### src/rtl/vga_seq_consts.svh
/*
 * Constants for the status, feature control and sequencer register bank:
 * I/O port addresses, sequencer indices, field positions and reset values.
 * Assumes a 10-bit I/O port address carried to the bank by the host bus.
 */
`ifndef VGA_SEQ_CONSTS_SVH
`define VGA_SEQ_CONSTS_SVH

// i/o ports
`define PORT_STATUS0        10'h3c2
`define PORT_SEQ_INDEX      10'h3c4
`define PORT_SEQ_DATA       10'h3c5
`define PORT_FEATURE_RD     10'h3ca
`define PORT_STATUS1_MONO   10'h3ba
`define PORT_STATUS1_COLOR  10'h3da

// sequencer indices
`define SEQ_IDX_HALT        3'h0
`define SEQ_IDX_CLOCK       3'h1
`define SEQ_IDX_MASK        3'h2
`define SEQ_IDX_FONT        3'h3
`define SEQ_IDX_MEMMODE     3'h4

// halt control fields
`define HALT_ASYNC_BIT      0
`define HALT_SYNC_BIT       1

// clock config fields
`define CLK_EIGHT_DOT_BIT   0
`define CLK_SHIFT_LOAD_BIT  2
`define CLK_DOT_DIV2_BIT    3
`define CLK_SHIFT4_BIT      4
`define CLK_SCREEN_OFF_BIT  5

// font select fields
`define FONT_A_HI_BIT       5
`define FONT_B_HI_BIT       4
`define FONT_A_MID_BIT      3
`define FONT_A_LO_BIT       2
`define FONT_B_MID_BIT      1
`define FONT_B_LO_BIT       0

// feature control fields
`define FC_VSYNC_OR_BIT     3

// status register fields
`define ST0_IRQ_BIT         7
`define ST0_SENSE_BIT       4
`define ST1_DIAG_HI_BIT     5
`define ST1_DIAG_LO_BIT     4
`define ST1_VRETRACE_BIT    3
`define ST1_DISP_OFF_BIT    0

// reset values
`define RST_INDEX           3'h0
`define RST_HALT            2'h3
`define RST_CLOCK           6'h00
`define RST_MASK            4'hf
`define RST_FONT            6'h00
`define RST_FEATURE         1'h0
`define READ_ZERO           8'h00

// dot counts per character
`define DOTS_NINE           4'h9
`define DOTS_EIGHT          4'h8

`endif

### src/rtl/vga_seq_pkg.sv
/*
 * Types shared by the register bank and its character clock generator.
 * Assumes nothing beyond a SystemVerilog compiler.
 */
package vga_seq_pkg;

  typedef enum logic [2:0] {
    SEQ_RUN      = 3'b001,
    SEQ_HALT_REQ = 3'b010,
    SEQ_HALTED   = 3'b100
  } seq_state_e;

  typedef logic [7:0] io_byte_t;

endpackage : vga_seq_pkg

### src/rtl/seq_cfg_if.sv
/*
 * Carrier between the register bank and the character clock generator:
 * configuration from the registers, timing strobes and halt state back.
 * Assumes both ends run on clk_sys.
 */
`timescale 1ns/10ps
`default_nettype none

interface seq_cfg_if;
  logic run_async;
  logic run_sync;
  logic eight_dot;
  logic shift_load;
  logic shift4;
  logic dot_div2;
  logic dot_en;
  logic char_tick;
  logic load_pulse;
  logic halted;

  modport ctl (
    output run_async, run_sync, eight_dot, shift_load, shift4, dot_div2,
    input  dot_en, char_tick, load_pulse, halted
  );

  modport gen (
    input  run_async, run_sync, eight_dot, shift_load, shift4, dot_div2,
    output dot_en, char_tick, load_pulse, halted
  );
endinterface : seq_cfg_if

`default_nettype wire

### src/rtl/char_clock_gen.sv
/*
 * Character clock generator: dot enable, character tick and serializer
 * load strobes derived from an incoming dot tick, with both halt modes.
 * Assumes dot_tick is a one-cycle pulse synchronous to clk_sys.
 */
`timescale 1ns/10ps
`default_nettype none
`include "vga_seq_consts.svh"

module char_clock_gen #(
  parameter int CNT_W = 4
) (
  input  wire logic clk_sys,
  input  wire logic sys_rst,
  input  wire logic dot_tick,
  seq_cfg_if.gen    cfg
);
  import vga_seq_pkg::*;

  generate
    if (CNT_W < 4) begin : g_bad_width
      $error("char_clock_gen: CNT_W must hold a count of nine");
    end
  endgenerate

  seq_state_e       state;
  seq_state_e       next_state;
  logic             half;
  logic [CNT_W-1:0] dot_cnt;
  logic [1:0]       load_cnt;
  logic [CNT_W-1:0] last_dot;
  logic [1:0]       load_mask;
  logic             dot_raw;
  logic             char_raw;
  logic             active;

  // async halt gates every strobe in the same cycle, no boundary wait
  assign active   = cfg.run_async && (state != SEQ_HALTED);
  assign dot_raw  = dot_tick && (!cfg.dot_div2 || half);
  assign last_dot = cfg.eight_dot ? CNT_W'(`DOTS_EIGHT - 4'h1)
                                  : CNT_W'(`DOTS_NINE - 4'h1);
  // at or past the end, so a mid-character switch to eight dots cannot wrap the count
  assign char_raw = dot_raw && (dot_cnt >= last_dot);
  assign load_mask = cfg.shift4 ? 2'h3 : (cfg.shift_load ? 2'h1 : 2'h0);

  assign cfg.dot_en     = active && dot_raw;
  assign cfg.char_tick  = active && char_raw;
  assign cfg.load_pulse = active && char_raw && ((load_cnt & load_mask) == 2'h0);
  assign cfg.halted     = !active;

  // sync halt takes effect only at the end of the current character
  always_comb begin
    next_state = state;
    case (state)
      SEQ_RUN: begin
        if (!cfg.run_sync) begin
          next_state = SEQ_HALT_REQ;
        end
      end
      SEQ_HALT_REQ: begin
        if (cfg.run_sync) begin
          next_state = SEQ_RUN;
        end else if (char_raw || !cfg.run_async) begin
          next_state = SEQ_HALTED;
        end
      end
      SEQ_HALTED: begin
        if (cfg.run_sync && cfg.run_async) begin
          next_state = SEQ_RUN;
        end
      end
      default: next_state = SEQ_HALTED;
    endcase
  end

  always_ff @(posedge clk_sys) begin
    if (sys_rst) begin
      state <= SEQ_RUN;
    end else begin
      state <= next_state;
    end
  end

  always_ff @(posedge clk_sys) begin
    if (sys_rst || !active) begin
      half <= 1'b0;
    end else if (dot_tick) begin
      half <= !half;
    end
  end

  always_ff @(posedge clk_sys) begin
    if (sys_rst || !active) begin
      dot_cnt <= '0;
    end else if (char_raw) begin
      dot_cnt <= '0;
    end else if (dot_raw) begin
      dot_cnt <= dot_cnt + CNT_W'(1);
    end
  end

  always_ff @(posedge clk_sys) begin
    if (sys_rst || !active) begin
      load_cnt <= 2'h0;
    end else if (char_raw) begin
      load_cnt <= load_cnt + 2'h1;
    end
  end

endmodule : char_clock_gen

`default_nettype wire

### src/rtl/vga_seq_regs.sv
/*
 * Host-visible status, feature control and indexed sequencer registers
 * of a display controller, plus the outputs those registers steer.
 * Assumes single-cycle I/O read and write strobes synchronous to clk_sys,
 * a 10-bit port address, and video timing inputs from the CRT logic.
 */
`timescale 1ns/10ps
`default_nettype none
`include "vga_seq_consts.svh"

// Contract
// - status port 0 bit 7 reads the pending vertical retrace interrupt.
// - status port 0 bit 4 returns the monitor sense comparator output.
// - status port 1 bits 5:4 mux pixel bits by colour plane select.
// - status port 1 bit 3 reads 1 during vertical retrace.
// - status port 1 bit 0 reads 1 whenever display is disabled.
// - status 1 and feature write decode at 3BA or 3DA by address select.
// - feature control reads at 3CA, writes at the status 1 port.
// - feature bit 3 ORs vertical display enable into vertical sync output.
// - sequencer registers reached by index at 3C4 and data at 3C5.
// - clearing synchronous halt bit stops the sequencer at a boundary.
// - clearing asynchronous halt bit stops the sequencer at once.
// - screen-off bit blanks video while syncs keep running.
// - shift-four loads serializers every fourth character clock.
// - otherwise shift-load picks every or every second character clock.
// - dot clock bit divides the dot clock by two.
// - character clock spans nine dots, or eight when bit set.
// - plane write mask bits enable host writes per plane.
// - font A block from bits 5,3,2 with interleaved 8K mapping.
// - font B block from bits 4,1,0 with the same mapping.
// - with extended memory, attribute bit 3 picks font A or B.
// - memory mode bit 1 marks more than 64K of display memory.
module vga_seq_regs #(
  parameter int ADDR_W = 10,
  parameter int CNT_W  = 4
) (
  input  wire logic              clk_sys,
  input  wire logic              sys_rst,
  input  wire logic [ADDR_W-1:0] io_addr,
  input  wire logic              io_rd,
  input  wire logic              io_wr,
  input  wire logic [7:0]        io_wdata,
  output vga_seq_pkg::io_byte_t  io_rdata,
  input  wire logic              crtc_color_map,
  input  wire logic              frame_irq_pending,
  input  wire logic              monitor_sense,
  input  wire logic [7:0]        pixel_bits,
  input  wire logic [1:0]        plane_diag_sel,
  input  wire logic              vretrace_active,
  input  wire logic              display_off,
  input  wire logic              vsync_in,
  input  wire logic              vdisp_en,
  input  wire logic              mem_extended,
  input  wire logic              attr_font_bit,
  input  wire logic              dot_tick,
  output logic                   dot_en,
  output logic                   char_tick,
  output logic                   serial_load,
  output logic                   seq_halted,
  output logic                   vsync_out,
  output logic                   video_blank,
  output logic [3:0]             plane_wr_enable,
  output logic [2:0]             font_a_block,
  output logic [2:0]             font_b_block,
  output logic [2:0]             font_cur_block
);
  import vga_seq_pkg::*;

  generate
    if (ADDR_W < 10) begin : g_bad_addr
      $error("vga_seq_regs: ADDR_W must cover 10-bit I/O ports");
    end
  endgenerate

  // interleaved 8K blocks: value 1 sits in the 3rd block, 4 in the 2nd
  function automatic logic [2:0] font_block(input logic [2:0] sel);
    font_block = {sel[1:0], sel[2]};
  endfunction : font_block

  function automatic logic port_is(input logic [ADDR_W-1:0] addr,
                                   input logic [9:0]        port);
    port_is = (addr == ADDR_W'(port));
  endfunction : port_is

  seq_cfg_if cfg_bus ();

  // register state, reserved bits not stored
  logic [2:0] seq_index_pointer;
  logic [1:0] seq_halt_control;
  logic [5:0] seq_clock_config;
  logic [3:0] plane_write_mask;
  logic [5:0] font_location_select;
  logic       sync_gate_control;

  // address decode
  logic [9:0] status1_port;
  logic       hit_status0;
  logic       hit_index;
  logic       hit_data;
  logic       hit_feature_rd;
  logic       hit_status1;
  logic       wr_index;
  logic       wr_data;
  logic       wr_feature;
  logic [1:0] diag_bits;
  logic [7:0] status0_val;
  logic [7:0] status1_val;
  logic [7:0] seq_data_val;
  logic [7:0] next_rdata;
  logic [2:0] font_a_sel;
  logic [2:0] font_b_sel;

  assign status1_port   = crtc_color_map ? `PORT_STATUS1_COLOR
                                         : `PORT_STATUS1_MONO;
  assign hit_status0    = port_is(io_addr, `PORT_STATUS0);
  assign hit_index      = port_is(io_addr, `PORT_SEQ_INDEX);
  assign hit_data       = port_is(io_addr, `PORT_SEQ_DATA);
  assign hit_feature_rd = port_is(io_addr, `PORT_FEATURE_RD);
  assign hit_status1    = port_is(io_addr, status1_port);
  assign wr_index       = io_wr && hit_index;
  assign wr_data        = io_wr && hit_data;
  // status 1 port doubles as feature write; port 0 write has no target
  assign wr_feature     = io_wr && hit_status1;

  // colour plane diagnostic mux
  always_comb begin
    case (plane_diag_sel)
      2'b00:   diag_bits = {pixel_bits[2], pixel_bits[0]};
      2'b01:   diag_bits = {pixel_bits[5], pixel_bits[4]};
      2'b10:   diag_bits = {pixel_bits[3], pixel_bits[1]};
      2'b11:   diag_bits = {pixel_bits[7], pixel_bits[6]};
      default: diag_bits = 2'b00;
    endcase
  end

  always_comb begin
    status0_val = `READ_ZERO;
    status0_val[`ST0_IRQ_BIT]   = frame_irq_pending;
    status0_val[`ST0_SENSE_BIT] = monitor_sense;
  end

  always_comb begin
    status1_val = `READ_ZERO;
    status1_val[`ST1_DIAG_HI_BIT]  = diag_bits[1];
    status1_val[`ST1_DIAG_LO_BIT]  = diag_bits[0];
    status1_val[`ST1_VRETRACE_BIT] = vretrace_active;
    status1_val[`ST1_DISP_OFF_BIT] = display_off;
  end

  // sequencer data readback, reserved bits and unused indices read zero
  always_comb begin
    seq_data_val = `READ_ZERO;
    case (seq_index_pointer)
      `SEQ_IDX_HALT:    seq_data_val = {6'h00, seq_halt_control};
      `SEQ_IDX_CLOCK:   seq_data_val = {2'h0, seq_clock_config};
      `SEQ_IDX_MASK:    seq_data_val = {4'h0, plane_write_mask};
      `SEQ_IDX_FONT:    seq_data_val = {2'h0, font_location_select};
      `SEQ_IDX_MEMMODE: seq_data_val = {6'h00, mem_extended, 1'b0};
      default:          seq_data_val = `READ_ZERO;
    endcase
  end

  always_comb begin
    next_rdata = `READ_ZERO;
    if (hit_status0) begin
      next_rdata = status0_val;
    end else if (hit_status1) begin
      next_rdata = status1_val;
    end else if (hit_index) begin
      next_rdata = {5'h00, seq_index_pointer};
    end else if (hit_data) begin
      next_rdata = seq_data_val;
    end else if (hit_feature_rd) begin
      next_rdata = `READ_ZERO;
      next_rdata[`FC_VSYNC_OR_BIT] = sync_gate_control;
    end
  end

  // read data held until the next read so a slow host can sample it
  always_ff @(posedge clk_sys) begin
    if (sys_rst) begin
      io_rdata <= `READ_ZERO;
    end else if (io_rd) begin
      io_rdata <= next_rdata;
    end
  end

  always_ff @(posedge clk_sys) begin
    if (sys_rst) begin
      seq_index_pointer <= `RST_INDEX;
    end else if (wr_index) begin
      seq_index_pointer <= io_wdata[2:0];
    end
  end

  // only defined bits are kept, so reserved-bit values are dropped
  always_ff @(posedge clk_sys) begin
    if (sys_rst) begin
      seq_halt_control <= `RST_HALT;
    end else if (wr_data && seq_index_pointer == `SEQ_IDX_HALT) begin
      seq_halt_control <= io_wdata[1:0];
    end
  end

  always_ff @(posedge clk_sys) begin
    if (sys_rst) begin
      seq_clock_config <= `RST_CLOCK;
    end else if (wr_data && seq_index_pointer == `SEQ_IDX_CLOCK) begin
      seq_clock_config <= io_wdata[5:0] & 6'h3d;
    end
  end

  always_ff @(posedge clk_sys) begin
    if (sys_rst) begin
      plane_write_mask <= `RST_MASK;
    end else if (wr_data && seq_index_pointer == `SEQ_IDX_MASK) begin
      plane_write_mask <= io_wdata[3:0];
    end
  end

  always_ff @(posedge clk_sys) begin
    if (sys_rst) begin
      font_location_select <= `RST_FONT;
    end else if (wr_data && seq_index_pointer == `SEQ_IDX_FONT) begin
      font_location_select <= io_wdata[5:0];
    end
  end

  always_ff @(posedge clk_sys) begin
    if (sys_rst) begin
      sync_gate_control <= `RST_FEATURE;
    end else if (wr_feature) begin
      sync_gate_control <= io_wdata[`FC_VSYNC_OR_BIT];
    end
  end

  // configuration to the character clock generator
  assign cfg_bus.run_async  = seq_halt_control[`HALT_ASYNC_BIT];
  assign cfg_bus.run_sync   = seq_halt_control[`HALT_SYNC_BIT];
  assign cfg_bus.eight_dot  = seq_clock_config[`CLK_EIGHT_DOT_BIT];
  assign cfg_bus.shift_load = seq_clock_config[`CLK_SHIFT_LOAD_BIT];
  assign cfg_bus.dot_div2   = seq_clock_config[`CLK_DOT_DIV2_BIT];
  assign cfg_bus.shift4     = seq_clock_config[`CLK_SHIFT4_BIT];

  char_clock_gen #(
    .CNT_W (CNT_W)
  ) u_char_clock (
    .clk_sys  (clk_sys),
    .sys_rst  (sys_rst),
    .dot_tick (dot_tick),
    .cfg      (cfg_bus.gen)
  );

  assign dot_en      = cfg_bus.dot_en;
  assign char_tick   = cfg_bus.char_tick;
  assign serial_load = cfg_bus.load_pulse;
  assign seq_halted  = cfg_bus.halted;

  // sync outputs stay alive under screen-off; only video is blanked
  always_ff @(posedge clk_sys) begin
    if (sys_rst) begin
      vsync_out <= 1'b0;
    end else begin
      vsync_out <= vsync_in || (sync_gate_control && vdisp_en);
    end
  end

  always_ff @(posedge clk_sys) begin
    if (sys_rst) begin
      video_blank <= 1'b1;
    end else begin
      video_blank <= display_off || seq_clock_config[`CLK_SCREEN_OFF_BIT];
    end
  end

  assign plane_wr_enable = plane_write_mask;

  assign font_a_sel = {font_location_select[`FONT_A_HI_BIT],
                       font_location_select[`FONT_A_MID_BIT],
                       font_location_select[`FONT_A_LO_BIT]};
  assign font_b_sel = {font_location_select[`FONT_B_HI_BIT],
                       font_location_select[`FONT_B_MID_BIT],
                       font_location_select[`FONT_B_LO_BIT]};

  always_ff @(posedge clk_sys) begin
    if (sys_rst) begin
      font_a_block <= 3'h0;
      font_b_block <= 3'h0;
    end else begin
      font_a_block <= font_block(font_a_sel);
      font_b_block <= font_block(font_b_sel);
    end
  end

  // without extended memory the attribute bit keeps its colour meaning
  always_ff @(posedge clk_sys) begin
    if (sys_rst) begin
      font_cur_block <= 3'h0;
    end else if (mem_extended && !attr_font_bit) begin
      font_cur_block <= font_block(font_b_sel);
    end else begin
      font_cur_block <= font_block(font_a_sel);
    end
  end

endmodule : vga_seq_regs

`default_nettype wire

### config.mk
export PLATFORM = sky130hd
export DESIGN_NAME = vga_seq_regs
export DESIGN_NICKNAME = d
export VERILOG_FILES = /design/src/rtl/vga_seq_pkg.sv /design/src/rtl/seq_cfg_if.sv /design/src/rtl/char_clock_gen.sv /design/src/rtl/vga_seq_regs.sv
export VERILOG_INCLUDE_DIRS = /design/src /design/src/rtl
export SDC_FILE = /design/constraint.sdc
export NUM_CORES = 1
export LEC_CHECK = 0
export CELL_PAD_IN_SITES_DETAIL_PLACEMENT = 2
export CELL_PAD_IN_SITES_GLOBAL_PLACEMENT = 2
export CORE_MARGIN = 4
export CORE_UTILIZATION = 33
export CTS_BUF_LIST = sky130_fd_sc_hd__clkbuf_16
export DETAILED_ROUTE_END_ITERATION = 16
export DONT_BUFFER_PORTS = 1
export PLACE_DENSITY = 0.84
export SLEW_MARGIN = 20
export SYNTH_ARGS = -nofsm -noshare
export SYNTH_HDL_FRONTEND = slang
export SYNTH_SLANG_ARGS = --single-unit
### constraint.sdc
create_clock -name clk_sys -period 1.9 [get_ports clk_sys]
set_input_delay 0.095 -clock clk_sys [delete_from_list [all_inputs] [get_ports clk_sys]]
set_output_delay 0.095 -clock clk_sys [all_outputs]
set_load 0.01 [all_outputs]
==> results.txt <==
Slowest cell on crit path -> dfxtp_4
reg2reg end -> u_char_clock.dot_cnt[0]
worst min path class -> in2reg
WHS -> -0.00549 ns
Crit Path Category -> reg2reg
worst reg2reg setup slack -> 0.07 ns
vias -> 2094
Worst Path Required -> 2.13 ns
# DRC -> 0
Synth Register Bits -> 49
Layout Area Growth over Synthesis -> 23.0%
Setup crit start -> seq_clock_config[0]
Avg Vias per Cell -> 5.50
CTS buffer count -> 5
clock buffer depth -> 2
std cell rows -> 30
EDFF count, synth -> 0
final wirelength -> 8300 um
power per cell area -> 753 nW/um^2
Slew headroom -> 0.627
worst setup path endpoint -> u_char_clock.dot_cnt[0]
clk sinks -> 49
initial antenna violation count -> 0
slew of the pin with the lowest slew margin -> 0.545 ns
final setup violation count -> 0
failing checks -> hold timing
Critical path buffers and inverters -> 1
aggregate global-route resource usage -> 0.195
final worst setup slack -> 0.0661 ns
I/O Buffers -> 0
drt pass-1 iters -> 5
worst min-delay path startpoint -> io_addr[2]
htree depth -> 2
DR top layer -> met4
first-pass GRT wire length -> 13100 um
Async S/R FF share, synth -> 0
Starting Density -> 0.346
core area -> 6940 um^2
critical path depth -> 7
Period minus WS final -> 1.83 ns
Slew Limit Fails -> 0
YS warnings -> 0
sequential area share after synthesis -> 0.408
GR Overflow Total -> 0
Data arrival, critical path -> 2.07 ns
Netlist cell types -> 49
gpl congestion -> 0.781
met2 wire len -> 4230 um
Fillers -> 745
FF-to-FF path depth -> 7
Final Hold Viols -> 1
diode count -> 0
Synth Flop Type -> dfxtp_1
Die ar. -> 8720 um^2
Reg clk slew, reported paths -> 0.07 ns
Chip Width -> 93.4 um
pin count of the biggest net entering global routing -> 41
initial DRC count -> 86
crit path cell chain -> ha_1 > nand2b_4 > a211oi_4 > o21bai_2 > buf_4 > a211o_4 > nor2_4
WL met1 -> 3490 um
Setup WS pre-CTS -> -0.0183 ns
Nets -> 331
detailed-placement wirelength estimate -> 5000 um
I/O Pins -> 69
synthesized area -> 2410 um^2
metal3 WL -> 395 um
reg2reg start -> seq_clock_config[0]
status -> finished, violations left
worst skew pair latency -> 0.29 ns
Root Driver -> clkbuf_16
fmax -> 545 MHz
number of global-route vias before repair -> 2314
Synth Net Count -> 308
Final Skew -> 0.00742 ns
TritonCTS clock tree -> built
Max Fanout on Critical Path -> 5
LEAKAGE -> 0.00115 uW
max incr delay on CP -> 0.37 ns
Die Span Y -> 93.4 um
Critical Path End Type -> flip-flop
cells after synthesis -> 261
VDD IR max -> 0.355 mV
share of cells above drive strength 1 -> 0.154
Max Cap Viol -> 0
Routed Antenna Nets -> 0
CP top delay family -> compound AO/OA/AOI/OAI gates
crit share post-route -> 0.965
wire length per cell -> 21.8 um
Worst Setup Start Kind -> flip-flop
Syn Area/Cell -> 9.22 um^2
-- cell families (layout without fill, tap and decap cells) --
logic type | count (synthesis) | count (layout) | synth area share
AND/OR/NAND/NOR | 101 | 101 | 0.227
AO/OA/AOI/OAI | 44 | 44 | 0.132
other | 1 | 1 | 0.00156
multiplexers | 32 | 32 | 0.145
adder cells (fa/ha/maj) | 5 | 5 | 0.0260
buffers and inverters | 24 | 48 | 0.0421
XOR/XNOR | 5 | 5 | 0.0182
flip-flops | 49 | 49 | 0.408
-- state kept, by name, indices dropped and copies added, names as in the netlist, 4 cells and up --
| name | flops |
|---|---|
| font_location_select | 6 |
| seq_clock_config | 5 |
| u_char_clock.dot_cnt | 4 |
| io_rdata | 7 |
| plane_wr_enable | 4 |
-- through the flow --
stage | util | TNS (ns) | cells | cell area, um^2 | total power [uW]
finish | 0.426 | 0 | 381 | 2960 | 2230
global route | 0.426 | -0.0309 | 381 | 2960 | 2300
CTS | 0.416 | 0 | 379 | 2890 | 2210
detailed placement | 0.368 | -0.0591 | 356 | 2560 | 1150
global placement | 0.368 | 0 | 356 | 2560 | 1140
floorplan | - | 0 | 261 | 2410 | 1140
-- worst min-delay path by stage --
stage / to / slack [ns] / cells after the start
final: io_rdata[2] / -0.005 / 2
after global routing: io_rdata[2] / 0.008 / 2
after CTS: font_location_select[5] / 0.0005 / 2
after detailed placement: seq_clock_config[4] / 0.17 / 1
after global placement: font_location_select[4] / 0.17 / 1
after floorplan: video_blank / 0.20 / 1
-- repair_timing --
| item | 4_1_cts | 5_1_grt |
|---|---|---|
| pin swaps | 1 | 4 |
| buffers inserted | 2 | 0 |
| hold buffers | 13 | 2 |
| setup endpoints to repair | 3 | 8 |
| gates resized for setup | 4 | 12 |
| endpoints found under the hold margin | 40 | 2 |
-- worst reg2reg max path: cells and delay by family (launching register included) --
family                   cells  cell delay (ns)
AO/OA/AOI/OAI                3             0.70
adder cells (fa/ha/maj)      1             0.29
buffers and inverters        1             0.16
flip-flops                   1             0.37
AND/OR/NAND/NOR              2             0.26
-- report_power, final --
part           total [uW]  internal [uW]  switching, uW
clock network        1040            618            421
registers            1040           1030           9.28
logic                 143           72.4           71.1
total                2230           1720            502
-- placed cells by master, fill, tap and decap left out, types with 5 or more instances in the layout --
cell	synthesis	final
a211o_1	7	6
a21oi_1	7	7
buf_4	1	14
clkbuf_16	0	5
dfxtp_1	49	47
dlygate4sd3_1	0	14
ha_1	5	5
inv_1	11	10
mux2i_1	27	27
nand2_1	14	13
nand2b_1	8	7
nor2_1	36	34
nor2b_1	13	13
o21ai_0	6	6
-- synth_stat cells (all sizes together), types with 3 or more instances --
master	number	area share
a2111oi	3	0.011
a211o	7	0.025
a211oi	3	0.0094
a21oi	7	0.015
a22oi	3	0.0094
buf	4	0.011
clkbuf	9	0.014
dfxtp	49	0.41
ha	5	0.026
inv	11	0.017
mux2	3	0.014
mux2i	27	0.11
nand2	14	0.022
nand2b	8	0.021
nand3b	4	0.012
nand4	4	0.010
nand4b	3	0.011
nor2	36	0.056
nor2b	13	0.034
nor3	4	0.013
o21ai	7	0.015
or3	4	0.010
or3b	3	0.012
xnor2	3	0.011
-- cell type report --
cell class	instances	area [um^2]	area share
Sequential cell	49	986	0.333
Timing Repair Buffer	29	265	0.0896
Inverter	11	41.3	0.0140
Clock buffer	5	125	0.0423
Clock inverter	3	41.3	0.0140
Tap cell	96	120	0.0406
Multi-Input combinational cell	188	1380	0.466
-- routing by layer --
| metal | up-vias | track usage |
|---|---|---|
| li1 | 975 | - |
| met1 | 1042 | 0.234 |
| met2 | 60 | 0.339 |
| met3 | 17 | 0.0426 |
| met4 | 0 | 0.0696 |
| met5 | - | 0 |
Power figures use the tool's default switching activity.
